==> src/branch_skip_pkg.sv <==
// Shared constants, encodings and carriers for the branch and skip core.
`default_nettype none

package branch_skip_pkg;
	// Widths of the program counter, data address and data words.
	localparam int PC_W = 16;
	localparam int AD_W = 12;
	localparam int DW = 8;
	// Clock edges that make up one instruction cycle.
	localparam int CYCLE_CLKS = 5;
	localparam logic [3:0] CYCLE_CLKS_M1 = 4'h4;
	// Instruction word fields.
	localparam int GRP_HI = 15;
	localparam int GRP_LO = 14;
	localparam int OP_HI = 13;
	localparam int OP_LO = 11;
	localparam int BIT_HI = 10;
	localparam int BIT_LO = 8;
	localparam int ADR_HI = 7;
	localparam int TGT_HI = 13;
	// Instruction groups.
	localparam logic [1:0] GRP_BIT = 2'h0;
	localparam logic [1:0] GRP_ALU = 2'h1;
	localparam logic [1:0] GRP_JMP = 2'h2;
	localparam logic [1:0] GRP_CALL = 2'h3;
	// Bit group operations.
	localparam logic [2:0] OP_B0_CLR = 3'h0;
	localparam logic [2:0] OP_B0_SET = 3'h1;
	localparam logic [2:0] OP_TST_CLR = 3'h2;
	localparam logic [2:0] OP_TST_SET = 3'h3;
	localparam logic [2:0] OP_B0_TST_CLR = 3'h4;
	localparam logic [2:0] OP_B0_TST_SET = 3'h5;
	// Arithmetic group operations.
	localparam logic [2:0] OP_CMP_IMM = 3'h0;
	localparam logic [2:0] OP_CMP_MEM = 3'h1;
	localparam logic [2:0] OP_INC_ACC = 3'h2;
	localparam logic [2:0] OP_INC_MEM = 3'h3;
	localparam logic [2:0] OP_DEC_ACC = 3'h4;
	localparam logic [2:0] OP_DEC_MEM = 3'h5;
	localparam logic [2:0] OP_MISC = 3'h6;
	// Miscellaneous selector in the low bits.
	localparam logic [2:0] MISC_NOP = 3'h0;
	localparam logic [2:0] MISC_RET = 3'h1;
	localparam logic [2:0] MISC_INTERRUPT_RETURN = 3'h2;
	localparam logic [2:0] MISC_SAVE = 3'h3;
	localparam logic [2:0] MISC_RESTORE = 3'h4;
	// Working registers, flag register and oscillator mode register.
	localparam logic [8:0] WREG_BASE_HI = 9'h010;
	localparam logic [2:0] FLAG_IDX = 3'h6;
	localparam int FLAG_C = 0;
	localparam int FLAG_Z = 2;
	localparam logic [7:0] OSC_MODE_ADDR = 8'hca;
	// Software register port offsets and fields.
	localparam logic [3:0] REG_CTRL = 4'h0;
	localparam logic [3:0] REG_BANK = 4'h1;
	localparam logic [3:0] REG_ACC = 4'h2;
	localparam logic [3:0] REG_FLAGS = 4'h3;
	localparam logic [3:0] REG_PC_LO = 4'h4;
	localparam logic [3:0] REG_PC_HI = 4'h5;
	localparam logic [3:0] REG_STATUS = 4'h6;
	localparam int CTRL_GIE = 7;
	// Reset values.
	localparam logic [15:0] PC_RST = 16'h0000;
	localparam logic [7:0] ACC_RST = 8'h00;
	localparam logic [1:0] PAGE_RST = 2'h0;
	localparam logic [3:0] BANK_RST = 4'h0;

	typedef enum logic [2:0] {
		ST_FETCH, ST_LOAD, ST_DECODE, ST_MEMRD, ST_EXEC, ST_WAIT
	} state_e;

	typedef struct packed {
		logic [11:0] addr;
		logic [7:0] wdata;
		logic we;
	} ram_req_s;

	typedef struct packed {
		logic push;
		logic pop;
		logic [15:0] data;
	} stack_req_s;
endpackage

`default_nettype wire

==> src/branch_skip_call_decode.sv <==
// Execution core for bit, skip, jump, call, return and context instructions.
//
// Overview of operation
// - Bank-0 bit clear writes zero to the chosen bit, one cycle, flags kept.
// - Bank-0 bit set writes one to the chosen bit, flags kept.
// - Compare immediate sets zero and carry from subtraction, skips when equal.
// - Compare memory sets zero and carry from subtraction, skips when equal.
// - Increment to accumulator: memory plus one into accumulator, skip on zero.
// - Increment memory: memory plus one written back, skip on zero.
// - Decrement to accumulator: memory minus one into accumulator, skip on zero.
// - Decrement memory: memory minus one written back, skip on zero.
// - Test bit clear skips when the addressed bit is zero, changes nothing.
// - Test bit set skips when the addressed bit is one, changes nothing.
// - Bank-0 test bit clear skips when the bank-0 bit is zero.
// - Bank-0 test bit set skips when the bank-0 bit is one.
// - Jump loads page bits into PC 15:14 and field into 13:0, two cycles.
// - Call pushes the 16-bit PC plus one then jumps the same way, two cycles.
// - Returns reload PC from the stack in two cycles; interrupt return sets enable.
// - Save copies working registers 080H to 087H into shadows in one cycle.
// - Restore reloads working registers, flags included, in one cycle.
// - Skip instructions take one cycle plus one when the skip happens.
// - Touching the oscillator mode register costs one extra cycle.
//
// Our own choices: the address map and strobed register access.
`timescale 1ns/1ps
`default_nettype none

module branch_skip_call_decode (
	// Clock and reset.
	input wire logic clk_i,
	input wire logic rst_n_i,
	// Program ROM.
	output logic [15:0] rom_addr_o,
	input wire logic [15:0] rom_data_i,
	// Data RAM.
	output branch_skip_pkg::ram_req_s ram_req_o,
	input wire logic [7:0] ram_rdata_i,
	// Hardware stack.
	output branch_skip_pkg::stack_req_s stack_req_o,
	input wire logic [15:0] stack_top_i,
	// Software register port.
	input wire logic [3:0] reg_addr_i,
	input wire logic [7:0] reg_wdata_i,
	input wire logic reg_wr_i,
	input wire logic reg_rd_i,
	output logic [7:0] reg_rdata_o,
	// Status.
	output logic gie_o,
	output logic retire_o,
	output logic squashed_o
);
	branch_skip_pkg::state_e state_r;
	logic [15:0] pc_r;
	logic [15:0] ir_r;
	logic [7:0] acc_r;
	logic [7:0] wreg_r [8];
	logic [7:0] shadow_r [8];
	logic [1:0] page_r;
	logic [3:0] bank_r;
	logic squash_r;
	logic [3:0] wcnt_r;
	logic exec;

	// Decoded fields of the held instruction.
	logic [1:0] grp;
	logic [2:0] op;
	logic [2:0] bsel;
	logic [7:0] adr;
	logic [7:0] mask;
	logic [11:0] ea;
	logic is_wreg;
	logic [7:0] opnd;
	logic [8:0] diff;
	logic [7:0] inc_v;
	logic [7:0] dec_v;
	logic [7:0] flags_cur;

	// Results of the execute step.
	logic mem_access;
	logic wr_en;
	logic [7:0] wr_val;
	logic acc_we;
	logic [7:0] acc_nxt;
	logic flag_we;
	logic [7:0] flag_nxt;
	logic skip;
	logic [15:0] pc_nxt;
	logic extra;
	logic push;
	logic pop;
	logic gie_set;
	logic save;
	logic restore;

	assign exec = (state_r == branch_skip_pkg::ST_EXEC);
	assign grp = ir_r[branch_skip_pkg::GRP_HI:branch_skip_pkg::GRP_LO];
	assign op = ir_r[branch_skip_pkg::OP_HI:branch_skip_pkg::OP_LO];
	assign bsel = ir_r[branch_skip_pkg::BIT_HI:branch_skip_pkg::BIT_LO];
	assign adr = ir_r[branch_skip_pkg::ADR_HI:0];
	assign mask = 8'h01 << bsel;
	assign flags_cur = wreg_r[branch_skip_pkg::FLAG_IDX];

	// Bank-0 forms ignore the bank select; the others use it.
	function automatic logic [11:0] ea_of(input logic [15:0] ins,
		input logic [3:0] bank);
		logic b0;
		b0 = (ins[15:14] == branch_skip_pkg::GRP_BIT) &&
			(ins[13:11] == branch_skip_pkg::OP_B0_CLR ||
			ins[13:11] == branch_skip_pkg::OP_B0_SET ||
			ins[13:11] == branch_skip_pkg::OP_B0_TST_CLR ||
			ins[13:11] == branch_skip_pkg::OP_B0_TST_SET);
		ea_of = {b0 ? 4'h0 : bank, ins[7:0]};
	endfunction

	// Working registers are held here, so their reads bypass the RAM.
	assign ea = ea_of(ir_r, bank_r);
	assign is_wreg = (ea[11:3] == branch_skip_pkg::WREG_BASE_HI);
	assign opnd = (grp == branch_skip_pkg::GRP_ALU &&
		op == branch_skip_pkg::OP_CMP_IMM) ? adr :
		(is_wreg ? wreg_r[ea[2:0]] : ram_rdata_i);
	assign diff = {1'b0, acc_r} - {1'b0, opnd};
	assign inc_v = opnd + 8'h01;
	assign dec_v = opnd - 8'h01;

	// Execute step: all effects of the held instruction in one place.
	always_comb begin
		mem_access = 1'b0;
		wr_en = 1'b0;
		wr_val = opnd;
		acc_we = 1'b0;
		acc_nxt = acc_r;
		flag_we = 1'b0;
		flag_nxt = flags_cur;
		skip = 1'b0;
		pc_nxt = pc_r + 16'h0001;
		extra = 1'b0;
		push = 1'b0;
		pop = 1'b0;
		gie_set = 1'b0;
		save = 1'b0;
		restore = 1'b0;
		if (!squash_r) begin
			unique case (grp)
			branch_skip_pkg::GRP_BIT: begin
				mem_access = (op <= branch_skip_pkg::OP_B0_TST_SET);
				unique case (op)
				branch_skip_pkg::OP_B0_CLR: begin
					wr_en = 1'b1;
					wr_val = opnd & ~mask;
				end
				branch_skip_pkg::OP_B0_SET: begin
					wr_en = 1'b1;
					wr_val = opnd | mask;
				end
				branch_skip_pkg::OP_TST_CLR:
					skip = ((opnd & mask) == 8'h00);
				branch_skip_pkg::OP_TST_SET:
					skip = ((opnd & mask) != 8'h00);
				branch_skip_pkg::OP_B0_TST_CLR:
					skip = ((opnd & mask) == 8'h00);
				branch_skip_pkg::OP_B0_TST_SET:
					skip = ((opnd & mask) != 8'h00);
				default: ;
				endcase
			end
			branch_skip_pkg::GRP_ALU: begin
				mem_access = (op != branch_skip_pkg::OP_CMP_IMM) &&
					(op != branch_skip_pkg::OP_MISC) && (op != 3'h7);
				unique case (op)
				branch_skip_pkg::OP_CMP_IMM,
				branch_skip_pkg::OP_CMP_MEM: begin
					// Carry is set when no borrow occurs.
					flag_we = 1'b1;
					flag_nxt[branch_skip_pkg::FLAG_Z] = (diff[7:0] == 8'h00);
					flag_nxt[branch_skip_pkg::FLAG_C] = ~diff[8];
					skip = (diff[7:0] == 8'h00);
				end
				branch_skip_pkg::OP_INC_ACC: begin
					acc_we = 1'b1;
					acc_nxt = inc_v;
					skip = (inc_v == 8'h00);
				end
				branch_skip_pkg::OP_INC_MEM: begin
					wr_en = 1'b1;
					wr_val = inc_v;
					skip = (inc_v == 8'h00);
				end
				branch_skip_pkg::OP_DEC_ACC: begin
					acc_we = 1'b1;
					acc_nxt = dec_v;
					skip = (dec_v == 8'h00);
				end
				branch_skip_pkg::OP_DEC_MEM: begin
					wr_en = 1'b1;
					wr_val = dec_v;
					skip = (dec_v == 8'h00);
				end
				branch_skip_pkg::OP_MISC: begin
					unique case (ir_r[2:0])
					branch_skip_pkg::MISC_RET,
					branch_skip_pkg::MISC_INTERRUPT_RETURN: begin
						pop = 1'b1;
						pc_nxt = stack_top_i;
						extra = 1'b1;
						gie_set = (ir_r[2:0] == branch_skip_pkg::MISC_INTERRUPT_RETURN);
					end
					branch_skip_pkg::MISC_SAVE: save = 1'b1;
					branch_skip_pkg::MISC_RESTORE:
						restore = 1'b1;
					default: ; // No-operation.
					endcase
				end
				default: ;
				endcase
			end
			branch_skip_pkg::GRP_JMP: begin
				pc_nxt = {page_r, ir_r[branch_skip_pkg::TGT_HI:0]};
				extra = 1'b1;
			end
			branch_skip_pkg::GRP_CALL: begin
				push = 1'b1;
				pc_nxt = {page_r, ir_r[branch_skip_pkg::TGT_HI:0]};
				extra = 1'b1;
			end
			endcase
			// Oscillator mode register accesses stall one cycle.
			if (mem_access && ea == {4'h0, branch_skip_pkg::OSC_MODE_ADDR})
				extra = 1'b1;
		end
	end

	// Instruction cycle sequencer: fetch, ROM latency, decode, RAM read, execute.
	always_ff @(posedge clk_i) begin
		if (!rst_n_i) begin
			state_r <= branch_skip_pkg::ST_FETCH;
			wcnt_r <= 4'h0;
		end else begin
			unique case (state_r)
			branch_skip_pkg::ST_FETCH: state_r <= branch_skip_pkg::ST_LOAD;
			branch_skip_pkg::ST_LOAD: state_r <= branch_skip_pkg::ST_DECODE;
			branch_skip_pkg::ST_DECODE: state_r <= branch_skip_pkg::ST_MEMRD;
			branch_skip_pkg::ST_MEMRD: state_r <= branch_skip_pkg::ST_EXEC;
			branch_skip_pkg::ST_EXEC: begin
				// Two-cycle and stalled instructions idle one whole cycle.
				wcnt_r <= branch_skip_pkg::CYCLE_CLKS_M1;
				state_r <= extra ? branch_skip_pkg::ST_WAIT :
					branch_skip_pkg::ST_FETCH;
			end
			branch_skip_pkg::ST_WAIT: begin
				wcnt_r <= wcnt_r - 4'h1;
				if (wcnt_r == 4'h0)
					state_r <= branch_skip_pkg::ST_FETCH;
			end
			endcase
		end
	end

	// Program counter, ROM address and instruction register.
	always_ff @(posedge clk_i) begin
		if (!rst_n_i) begin
			pc_r <= branch_skip_pkg::PC_RST;
			rom_addr_o <= branch_skip_pkg::PC_RST;
			ir_r <= 16'h0000;
		end else begin
			if (state_r == branch_skip_pkg::ST_FETCH)
				rom_addr_o <= pc_r;
			if (state_r == branch_skip_pkg::ST_DECODE)
				ir_r <= rom_data_i;
			if (exec)
				pc_r <= pc_nxt;
		end
	end

	// A taken skip lets the next instruction be fetched but kills it.
	always_ff @(posedge clk_i) begin
		if (!rst_n_i)
			squash_r <= 1'b0;
		else if (exec)
			squash_r <= skip;
	end

	// RAM port: address is registered at the end of decode and stands from the RAM read step, writes at execute.
	always_ff @(posedge clk_i) begin
		if (!rst_n_i) begin
			ram_req_o <= '0;
		end else begin
			ram_req_o.we <= exec && wr_en && !is_wreg;
			if (state_r == branch_skip_pkg::ST_DECODE)
				ram_req_o.addr <= ea_of(rom_data_i, bank_r);
			if (exec)
				ram_req_o.wdata <= wr_val;
		end
	end

	// Stack port: one-cycle push or pop strobes.
	always_ff @(posedge clk_i) begin
		if (!rst_n_i) begin
			stack_req_o <= '0;
		end else begin
			stack_req_o.push <= exec && push;
			stack_req_o.pop <= exec && pop;
			if (exec && push)
				stack_req_o.data <= pc_r + 16'h0001;
		end
	end

	// Accumulator.
	always_ff @(posedge clk_i) begin
		if (!rst_n_i)
			acc_r <= branch_skip_pkg::ACC_RST;
		else if (exec && acc_we)
			acc_r <= acc_nxt;
	end

	// Working registers: memory writes, flag updates and context restore.
	always_ff @(posedge clk_i) begin
		if (!rst_n_i) begin
			for (int i = 0; i < 8; i++)
				wreg_r[i] <= 8'h00;
		end else if (exec) begin
			if (restore) begin
				for (int i = 0; i < 8; i++)
					wreg_r[i] <= shadow_r[i];
			end else if (wr_en && is_wreg) begin
				wreg_r[ea[2:0]] <= wr_val;
			end else if (flag_we) begin
				wreg_r[branch_skip_pkg::FLAG_IDX] <= flag_nxt;
			end
		end
	end

	// Shadow buffers hold one saved context; a second save overwrites it.
	always_ff @(posedge clk_i) begin
		if (!rst_n_i) begin
			for (int i = 0; i < 8; i++)
				shadow_r[i] <= 8'h00;
		end else if (exec && save) begin
			for (int i = 0; i < 8; i++)
				shadow_r[i] <= wreg_r[i];
		end
	end

	// Global interrupt enable: the interrupt return sets it and wins over a write.
	always_ff @(posedge clk_i) begin
		if (!rst_n_i)
			gie_o <= 1'b0;
		else if (exec && gie_set)
			gie_o <= 1'b1;
		else if (reg_wr_i && reg_addr_i == branch_skip_pkg::REG_CTRL)
			gie_o <= reg_wdata_i[branch_skip_pkg::CTRL_GIE];
	end

	// Software-written page and bank selects.
	always_ff @(posedge clk_i) begin
		if (!rst_n_i) begin
			page_r <= branch_skip_pkg::PAGE_RST;
			bank_r <= branch_skip_pkg::BANK_RST;
		end else if (reg_wr_i) begin
			if (reg_addr_i == branch_skip_pkg::REG_CTRL)
				page_r <= reg_wdata_i[1:0];
			if (reg_addr_i == branch_skip_pkg::REG_BANK)
				bank_r <= reg_wdata_i[3:0];
		end
	end

	// Read data stands only in the cycle after the strobe; else zero.
	always_ff @(posedge clk_i) begin
		if (!rst_n_i) begin
			reg_rdata_o <= 8'h00;
		end else if (!reg_rd_i) begin
			reg_rdata_o <= 8'h00;
		end else begin
			unique case (reg_addr_i)
			branch_skip_pkg::REG_CTRL: reg_rdata_o <= {gie_o, 5'h00, page_r};
			branch_skip_pkg::REG_BANK: reg_rdata_o <= {4'h0, bank_r};
			branch_skip_pkg::REG_ACC: reg_rdata_o <= acc_r;
			branch_skip_pkg::REG_FLAGS: reg_rdata_o <= flags_cur;
			branch_skip_pkg::REG_PC_LO: reg_rdata_o <= pc_r[7:0];
			branch_skip_pkg::REG_PC_HI: reg_rdata_o <= pc_r[15:8];
			branch_skip_pkg::REG_STATUS:
				reg_rdata_o <= {6'h00, squash_r,
					state_r == branch_skip_pkg::ST_WAIT};
			default: reg_rdata_o <= 8'h00;
			endcase
		end
	end

	// Retire pulse at the end of each execute; squashed ones are marked.
	always_ff @(posedge clk_i) begin
		if (!rst_n_i) begin
			retire_o <= 1'b0;
			squashed_o <= 1'b0;
		end else begin
			retire_o <= exec;
			squashed_o <= exec && squash_r;
		end
	end
endmodule

`default_nettype wire

==> config.mk <==
export PLATFORM = sky130hd
export DESIGN_NAME = branch_skip_call_decode
export DESIGN_NICKNAME = d
export VERILOG_FILES = /design/src/branch_skip_pkg.sv /design/src/branch_skip_call_decode.sv
export SDC_FILE = /design/constraint.sdc
export NUM_CORES = 1
export LEC_CHECK = 0
export ABC_AREA = 1
export BUFFER_PORTS_ARGS = -buffer_cell sky130_fd_sc_hd__buf_2
export CORE_MARGIN = 2
export CORE_UTILIZATION = 30
export CTS_CLUSTER_DIAMETER = 30
export DETAILED_ROUTE_END_ITERATION = 7
export REMOVE_ABC_BUFFERS = 1
export SETUP_SLACK_MARGIN = 0.4
export SLEW_MARGIN = 15
export SYNTH_ARGS = -nofsm -noshare
export SYNTH_HDL_FRONTEND = slang
export SYNTH_SLANG_ARGS = --single-unit
==> constraint.sdc <==
create_clock -name clk_i -period 3.6 [get_ports clk_i]
set_input_delay 0.36 -clock clk_i [delete_from_list [all_inputs] [get_ports clk_i]]
set_output_delay 0.36 -clock clk_i [all_outputs]
set_load 0.05 [all_outputs]
==> metrics, run 1 <==
# diodes=0; RSZ-0062 raised after global routing=yes; GP Congestion=0.959; syn_area_per_cell=8.11 um2; final hold viol count=0; nets@finish=1,764; relative max-transition margin=0.338; CP max stage cell=nand2_1; status=complete, no violations; DRC=0; Netlist Area Pre-Place=0.0125 mm2; Crit. End Element=flop; post-synth top area share=0.307; TritonCTS clock tree=yes; GRT Overall Usage=0.192; count of cell types in the netlist=53; Slew Viols, Final=0; max cap viols=0; Layout Utilization=0.385; Pre-antenna DRT Iters=5; DP HPWL=31.0 mm; post-synthesis sequential area ratio=0.491; number of routed nets with antenna violations=0; global route overflow=0; Core Area=0.0410 mm2; RR Startpoint=squash_r; count leader, synth=nand2_1; CTS buffer count=49; via count=11,700; initial core utilization=0.305; routed vias/inst=5.13; Worst path top cell family by delay=simple AND/OR/NAND/NOR gates; initial antenna violation count=0; Worst Setup SP=squash_r; number of global-route vias before repair=10,800; Synth area leader=edfxtp_1; hold slack=0.0962 ns; Top cell by count, worst path=nor2_1; VDD IR max=0.000354 V; clock sink count=243; clock-pin slew on the worst setup and hold paths=0.05 ns; power per cell area=592 mW/mm2; fin area=0.0158 mm2; Critical Path RT=3.79 ns; Area Growth Syn to Fin=26.1%; sum of buffers and inverters on the critical path=4; period utilization=0.857; Leak Pwr=0.00664 uW; Die Wd=208 um; FFs w/ async S/R, synth=0; Worst-Margin Slew=0.989 ns; Synth Instances=1,544; Synth area leaders=edfxtp_1 31%, dfxtp_1 18%, nand2_1 8.8%; CP Max Fanout=8; min Tclk post-route=3.09 ns; die area=0.0434 mm2; synth warn=0; clock root cell=clkbuf_16; Synth top cells by count=293 x nand2_1, 188 x inv_1, 134 x nor2_1; clk_skew=0.0124 ns; drt total wl=43.7 mm; row count=74; Tot Pwr=9340 uW; cts hold-fix bufs=0; Synth Register Bits=243; worst-path cell chain=nor2_1, inv_1, nor2_1, a32oi_1, nor2_1, inv_2, nor2_1, inv_2, nor2_1, inv_1, nand2_1; H-tree lvl count=2; critical path class=flop to flop; wire per inst=19.2 um; CP max stage delay=0.40 ns; placed inst area=0.0137 mm2; DRT iter0 DRCs=1,264; Worst setup SP type=flop; Hold Path Class=primary input to flop; EDFF count, synth=128; Setup TNS=0 ns; hold wc startpoint=reg_wdata_i[2]; port buffer count=118; Worst Path Arrival=3.28 ns; worst-skew pair later-pin latency=0.56 ns; I/O pin cnt=122; Die H=208 um; largest net degree at the start of global routing=84; first-pass GRT wire length=64.7 mm; # setup viols final=0; share of cells above drive strength 1=0.206; Post-synth top flop=edfxtp_1; Fmax achieved=324 MHz; maximum root-to-sink buffer count=3
[final cells by class]
type | instances | area [um2]
fill | 4178 | 25200
sequential | 243 | 6150
multi-input combinational | 1020 | 5360
clock buffer | 56 | 1260
timing repair buffer | 170 | 1010
inverter | 216 | 831
tap | 532 | 666
clock inverter | 33 | 500
timing repair inverter | 1 | 7.51
[worst paths after layout]
path / end / slack, ns / cells past startpoint
worst max-delay path: wreg_r[2][1] / 0.51 / 11
worst min-delay path: bank_r[2] / 0.1 / 3
worst max register to register: wreg_r[2][1] / 0.51 / 11
worst min register to register: wcnt_r[3] / 0.48 / 1
[worst register-to-register path: stages, from the launching register on]
cell,delay (ns)
dfxtp_1,0.39
nor2_1,0.17
inv_1,0.14
nor2_1,0.38
a32oi_1,0.24
nor2_1,0.22
inv_2,0.06
nor2_1,0.19
inv_2,0.09
nor2_1,0.30
inv_1,0.13
nand2_1,0.40
[metrics by stage]
stage | setup slack, ns | instances
finish | 0.514 | 2271
global placement | 0.428 | 2162
CTS | 0.408 | 2251
global route | 0.349 | 2271
floorplan | -0.222 | 1476
detailed placement | 0.405 | 2162
[repair_timing]
action / in CTS / in global routing
gates resized for setup: 2 / 31
pin swaps: 0 / 4
gates cloned: 0 / 4
setup buffers: 0 / 16
setup endpoints to repair: 2 / 86
[routing by layer]
layer / vias to the layer above / GRT usage / wire length (um)
li1: 5529 / - / -
met1: 5582 / 0.272 / 19700
met2: 458 / 0.298 / 19600
met3: 84 / 0.0240 / 2930
met4: 0 / 0.0742 / 1520
met5: - / 0 / 0
[flip-flops by register name, indices dropped and copies added (netlist names), 4 cells and up, named ones only]
signal       flops
acc_r            8
rom_addr_o      16
pc_r            16
reg_rdata_o      8
shadow_r        64
stack_req_o     18
ram_req_o       13
wreg_r          64
bank_r           4
wcnt_r           4
ir_r            16
[cells by family (layout without fill, tap and decap cells)]
kind of cell / after synthesis / after routing / synth area share
adder cells (fa/ha/maj): 7 / 7 / 0.00700
multiplexers: 11 / 11 / 0.00880
AO/OA/AOI/OAI: 379 / 381 / 0.176
flip-flops: 243 / 243 / 0.491
AND/OR/NAND/NOR: 604 / 605 / 0.213
XOR/XNOR: 16 / 16 / 0.0112
buffers and inverters: 284 / 476 / 0.0933
[where the power goes]
part | internal, uW | total [uW] | switching, uW
Sequential | 3030 | 3110 | 75.9
Clock | 3310 | 4880 | 1570
Combinational | 360 | 1350 | 990
[layout by cell type, fill, tap and decap left out, types with 6 or more instances in the layout]
| master | n |
|---|---|
| a211oi_1 | 12 |
| a21oi_1 | 115 |
| a221oi_1 | 10 |
| a22o_1 | 9 |
| buf_2 | 118 |
| buf_4 | 48 |
| bufinv_16 | 11 |
| clkbuf_1 | 6 |
| clkbuf_16 | 49 |
| clkinvlp_4 | 10 |
| dfxtp_1 | 112 |
| edfxtp_1 | 128 |
| ha_1 | 7 |
| inv_1 | 186 |
| inv_2 | 22 |
| mux2i_1 | 11 |
| nand2_1 | 288 |
| nand2_2 | 21 |
| nand2_4 | 10 |
| nand3_1 | 93 |
| nor2_1 | 131 |
| nor2_2 | 8 |
| nor2_4 | 6 |
| nor3_1 | 22 |
| nor3_2 | 6 |
| o211ai_1 | 20 |
| o21ai_0 | 131 |
| o21ai_1 | 32 |
| o21ai_4 | 6 |
| o22ai_1 | 18 |
| xor2_1 | 15 |
Note: power is estimated with default switching activity, not from simulation.
==> inputs of run 2 (changes only) <==
--- a/config.mk
+++ b/config.mk
@@ -7,10 +7,14 @@
 export LEC_CHECK = 0
 export ABC_AREA = 1
 export BUFFER_PORTS_ARGS = -buffer_cell sky130_fd_sc_hd__buf_2
+export CAP_MARGIN = 5
+export CELL_PAD_IN_SITES_DETAIL_PLACEMENT = 0
+export CELL_PAD_IN_SITES_GLOBAL_PLACEMENT = 2
 export CORE_MARGIN = 2
-export CORE_UTILIZATION = 30
+export CORE_UTILIZATION = 35
 export CTS_CLUSTER_DIAMETER = 30
 export DETAILED_ROUTE_END_ITERATION = 7
+export PLACE_DENSITY_LB_ADDON = 0.1
 export REMOVE_ABC_BUFFERS = 1
 export SETUP_SLACK_MARGIN = 0.4
 export SLEW_MARGIN = 15
==> run 2 against run 1 <==
  * Global-route usage up 5.3 points
  * Largest cell class unchanged
  * Final cell count down 1.2%
  * Non-clock buffer count up 9
  * Maximum frequency up 2.5%
  * Critical path depth up 9
  * Largest power group unchanged
  * Design area up 3.7%
  * Worst setup slack better by 0.074 ns
  * Sequential power about the same
  * Sequential share of layout area down 1.4 points
  * Via count down 0.76%
  * Clock-buffer cell count up 33
  * Clock skew up 0.0034 ns
==> metrics, run 2 (synthesis gave the netlist of run 1 again) <==
biggest registers after layout=shadow_r (64), wreg_r (64), stack_req_o (18) (unchanged); GP Congestion=0.856 (was 0.959); DRT iter0 DRCs=895 (was 1,264); Worst Path Arrival=3.30 ns (was 3.28 ns); clk_skew=0.0158 ns (was 0.0124 ns); Worst setup SP type=flop (unchanged); VDD IR max=0.000446 V (was 0.000354 V); flip-flop and latch area=0.00615 mm2 (about the same); initial core utilization=0.354 (was 0.305); number of global-route vias before repair=10,900 (was 10,800); die area=0.0373 mm2 (was 0.0434 mm2); Fmax achieved=332 MHz (was 324 MHz); hold slack=0.0818 ns (was 0.0962 ns); initial antenna violation count=1 (was 0); Critical Path RT=3.89 ns (was 3.79 ns); I/O pin cnt=122 (unchanged); most frequent cells in the layout=290 x nand2_1, 187 x inv_1, 132 x o21ai_0, 130 x nor2_1, 128 x edfxtp_1 (was 288 x nand2_1, 186 x inv_1, 131 x nor2_1, 131 x o21ai_0, 128 x edfxtp_1); row count=69 (was 74); min Tclk post-route=3.01 ns (was 3.09 ns); power per cell area=648 mW/mm2 (was 592 mW/mm2); routed vias/inst=5.15 (was 5.13); DP HPWL=32.5 mm (was 31.0 mm); Leak Pwr=0.00696 uW (was 0.00664 uW); critical path class=flop to flop (unchanged); share of cells above drive strength 1=0.222 (was 0.206); wire per inst=20.7 um (was 19.2 um); Layout Cells excl Fill=2,244 (was 2,271); DRC=0 (unchanged); area of the multi-input gates=0.00539 mm2 (was 0.00536 mm2); RSZ-0062 raised after global routing=yes (unchanged); Pre-antenna DRT Iters=7 (was 5); via count=11,600 (was 11,700); final hold viol count=0 (unchanged); status=complete, no violations (unchanged); relative max-transition margin=0.417 (was 0.338); Worst-Margin Slew=0.874 ns (was 0.989 ns); largest net degree at the start of global routing=51 (was 84); worst-skew pair later-pin latency=0.56 ns (about the same); commonest non-fill, non-tap cell in the layout=nand2_1 (unchanged); max cap viols=0 (unchanged); GRT Overall Usage=0.245 (was 0.192); TritonCTS clock tree=yes (unchanged); clock root cell=clkbuf_16 (unchanged); global route overflow=0 (unchanged); first-pass GRT wire length=67.3 mm (was 64.7 mm); Core Area=0.0354 mm2 (was 0.0410 mm2); Die H=193 um (was 208 um); CTS buffer count=67 (was 49); CP Max Fanout=9 (was 8); port buffer count=118 (unchanged); Tot Pwr=10,600 uW (was 9340 uW); H-tree lvl count=3 (was 2); clock-pin slew on the worst setup and hold paths=0.05 ns (about the same); Crit. End Element=flop (unchanged); maximum root-to-sink buffer count=3 (unchanged); FILL cells=3,540 (was 4,178); clock sink count=243 (unchanged); drt total wl=46.4 mm (was 43.7 mm); Inst Count DP=2,107 (was 2,162); Area Growth Syn to Fin=30.8% (was 26.1%); period utilization=0.837 (was 0.857); Slew Viols, Final=0 (unchanged); Hold Path Class=primary input to flop (unchanged); number of routed nets with antenna violations=0 (unchanged); nets@finish=1,790 (was 1,764); # setup viols final=0 (unchanged); Die Wd=193 um (was 208 um)
-- run 2: changes by cell type in the layout (fill, tap and decap cells not counted), sizes merged --
cell and change:
clkbuf +33, inv -2, bufinv -2, clkinv +6, buf +9, diode +1
o21ai -1
-- run 2: metrics by stage --
stage	util	area [um2]	setup WS, ns	setup TNS, ns
4_1_cts	0.455	16100	0.414	0
5_1_grt	0.462	16400	0.392	0
2_1_floorplan	-	12200	-0.222	-22.02
6_report	0.462	16400	0.588	0
3_5_place_dp	0.389	13800	0.295	0
3_3_place_gp	0.389	13800	0.323	0
-- run 2: routing by layer --
metal  up-vias  global-route usage  part of all wire
met5         -                   0                 0
met4         0              0.0746             0.022
met3        77              0.0458             0.057
met2       344               0.373              0.44
met1      5542               0.352              0.48
li1       5601                   -                 -
-- run 2: worst max-delay path, stage by stage (launching register included) --
cell and delay [ns]:
dfxtp_1 0.35, inv_1 0.15, nand2_1 0.10, nor2_2 0.14, nand2_4 0.12, inv_8 0.11
nand3_1 0.12, nand2_2 0.12, nand2_4 0.06, inv_2 0.06, ha_2 0.20, nand2_1 0.09
inv_2 0.09, nand3_2 0.10, xor2_2 0.17, nand2_1 0.07, nand3_1 0.09, nand2_1 0.12
nand3_4 0.14, o21ai_4 0.20, mux2i_1 0.13
-- run 2: final timing paths --
kind	slack, ns	startpoint	depth (start not counted)	endpoint
worst max-delay path	0.59	ir_r[4]	20	wreg_r[4][6]
worst min-delay path	0.08	rom_data_i[5]	3	ir_r[5]
worst max register to register	0.59	ir_r[4]	20	wreg_r[4][6]
worst min register to register	0.47	wcnt_r[3]	1	wcnt_r[3]
-- run 2: layout make-up --
| cell class | count | area share |
|---|---|---|
| Antenna cell | 1 | 0.000153 |
| Clock buffer | 89 | 0.114 |
| Clock inverter | 35 | 0.0280 |
| Inverter | 216 | 0.0504 |
| Multi-Input combinational cell | 1019 | 0.329 |
| Sequential cell | 243 | 0.376 |
| Tap cell | 461 | 0.0352 |
| Timing Repair Buffer | 179 | 0.0670 |
| Timing Repair inverter | 1 | 0.000459 |
-- run 2: report_power, final --
part / internal [uW] / switching (uW) / leakage (uW)
clock: 4270 / 1820 / 0.00111
combinational: 388 / 1030 / 0.00360
sequential: 3040 / 72.1 / 0.00225
-- run 2: what timing repair did --
| item | 4_1_cts | 5_1_grt |
|---|---|---|
| hold buffers | 0 | 0 |
| setup endpoints to repair | 17 | 54 |
| buffers inserted | 0 | 9 |
| pin swaps | 0 | 7 |
| gates cloned | 0 | 3 |
| resized for setup | 3 | 34 |
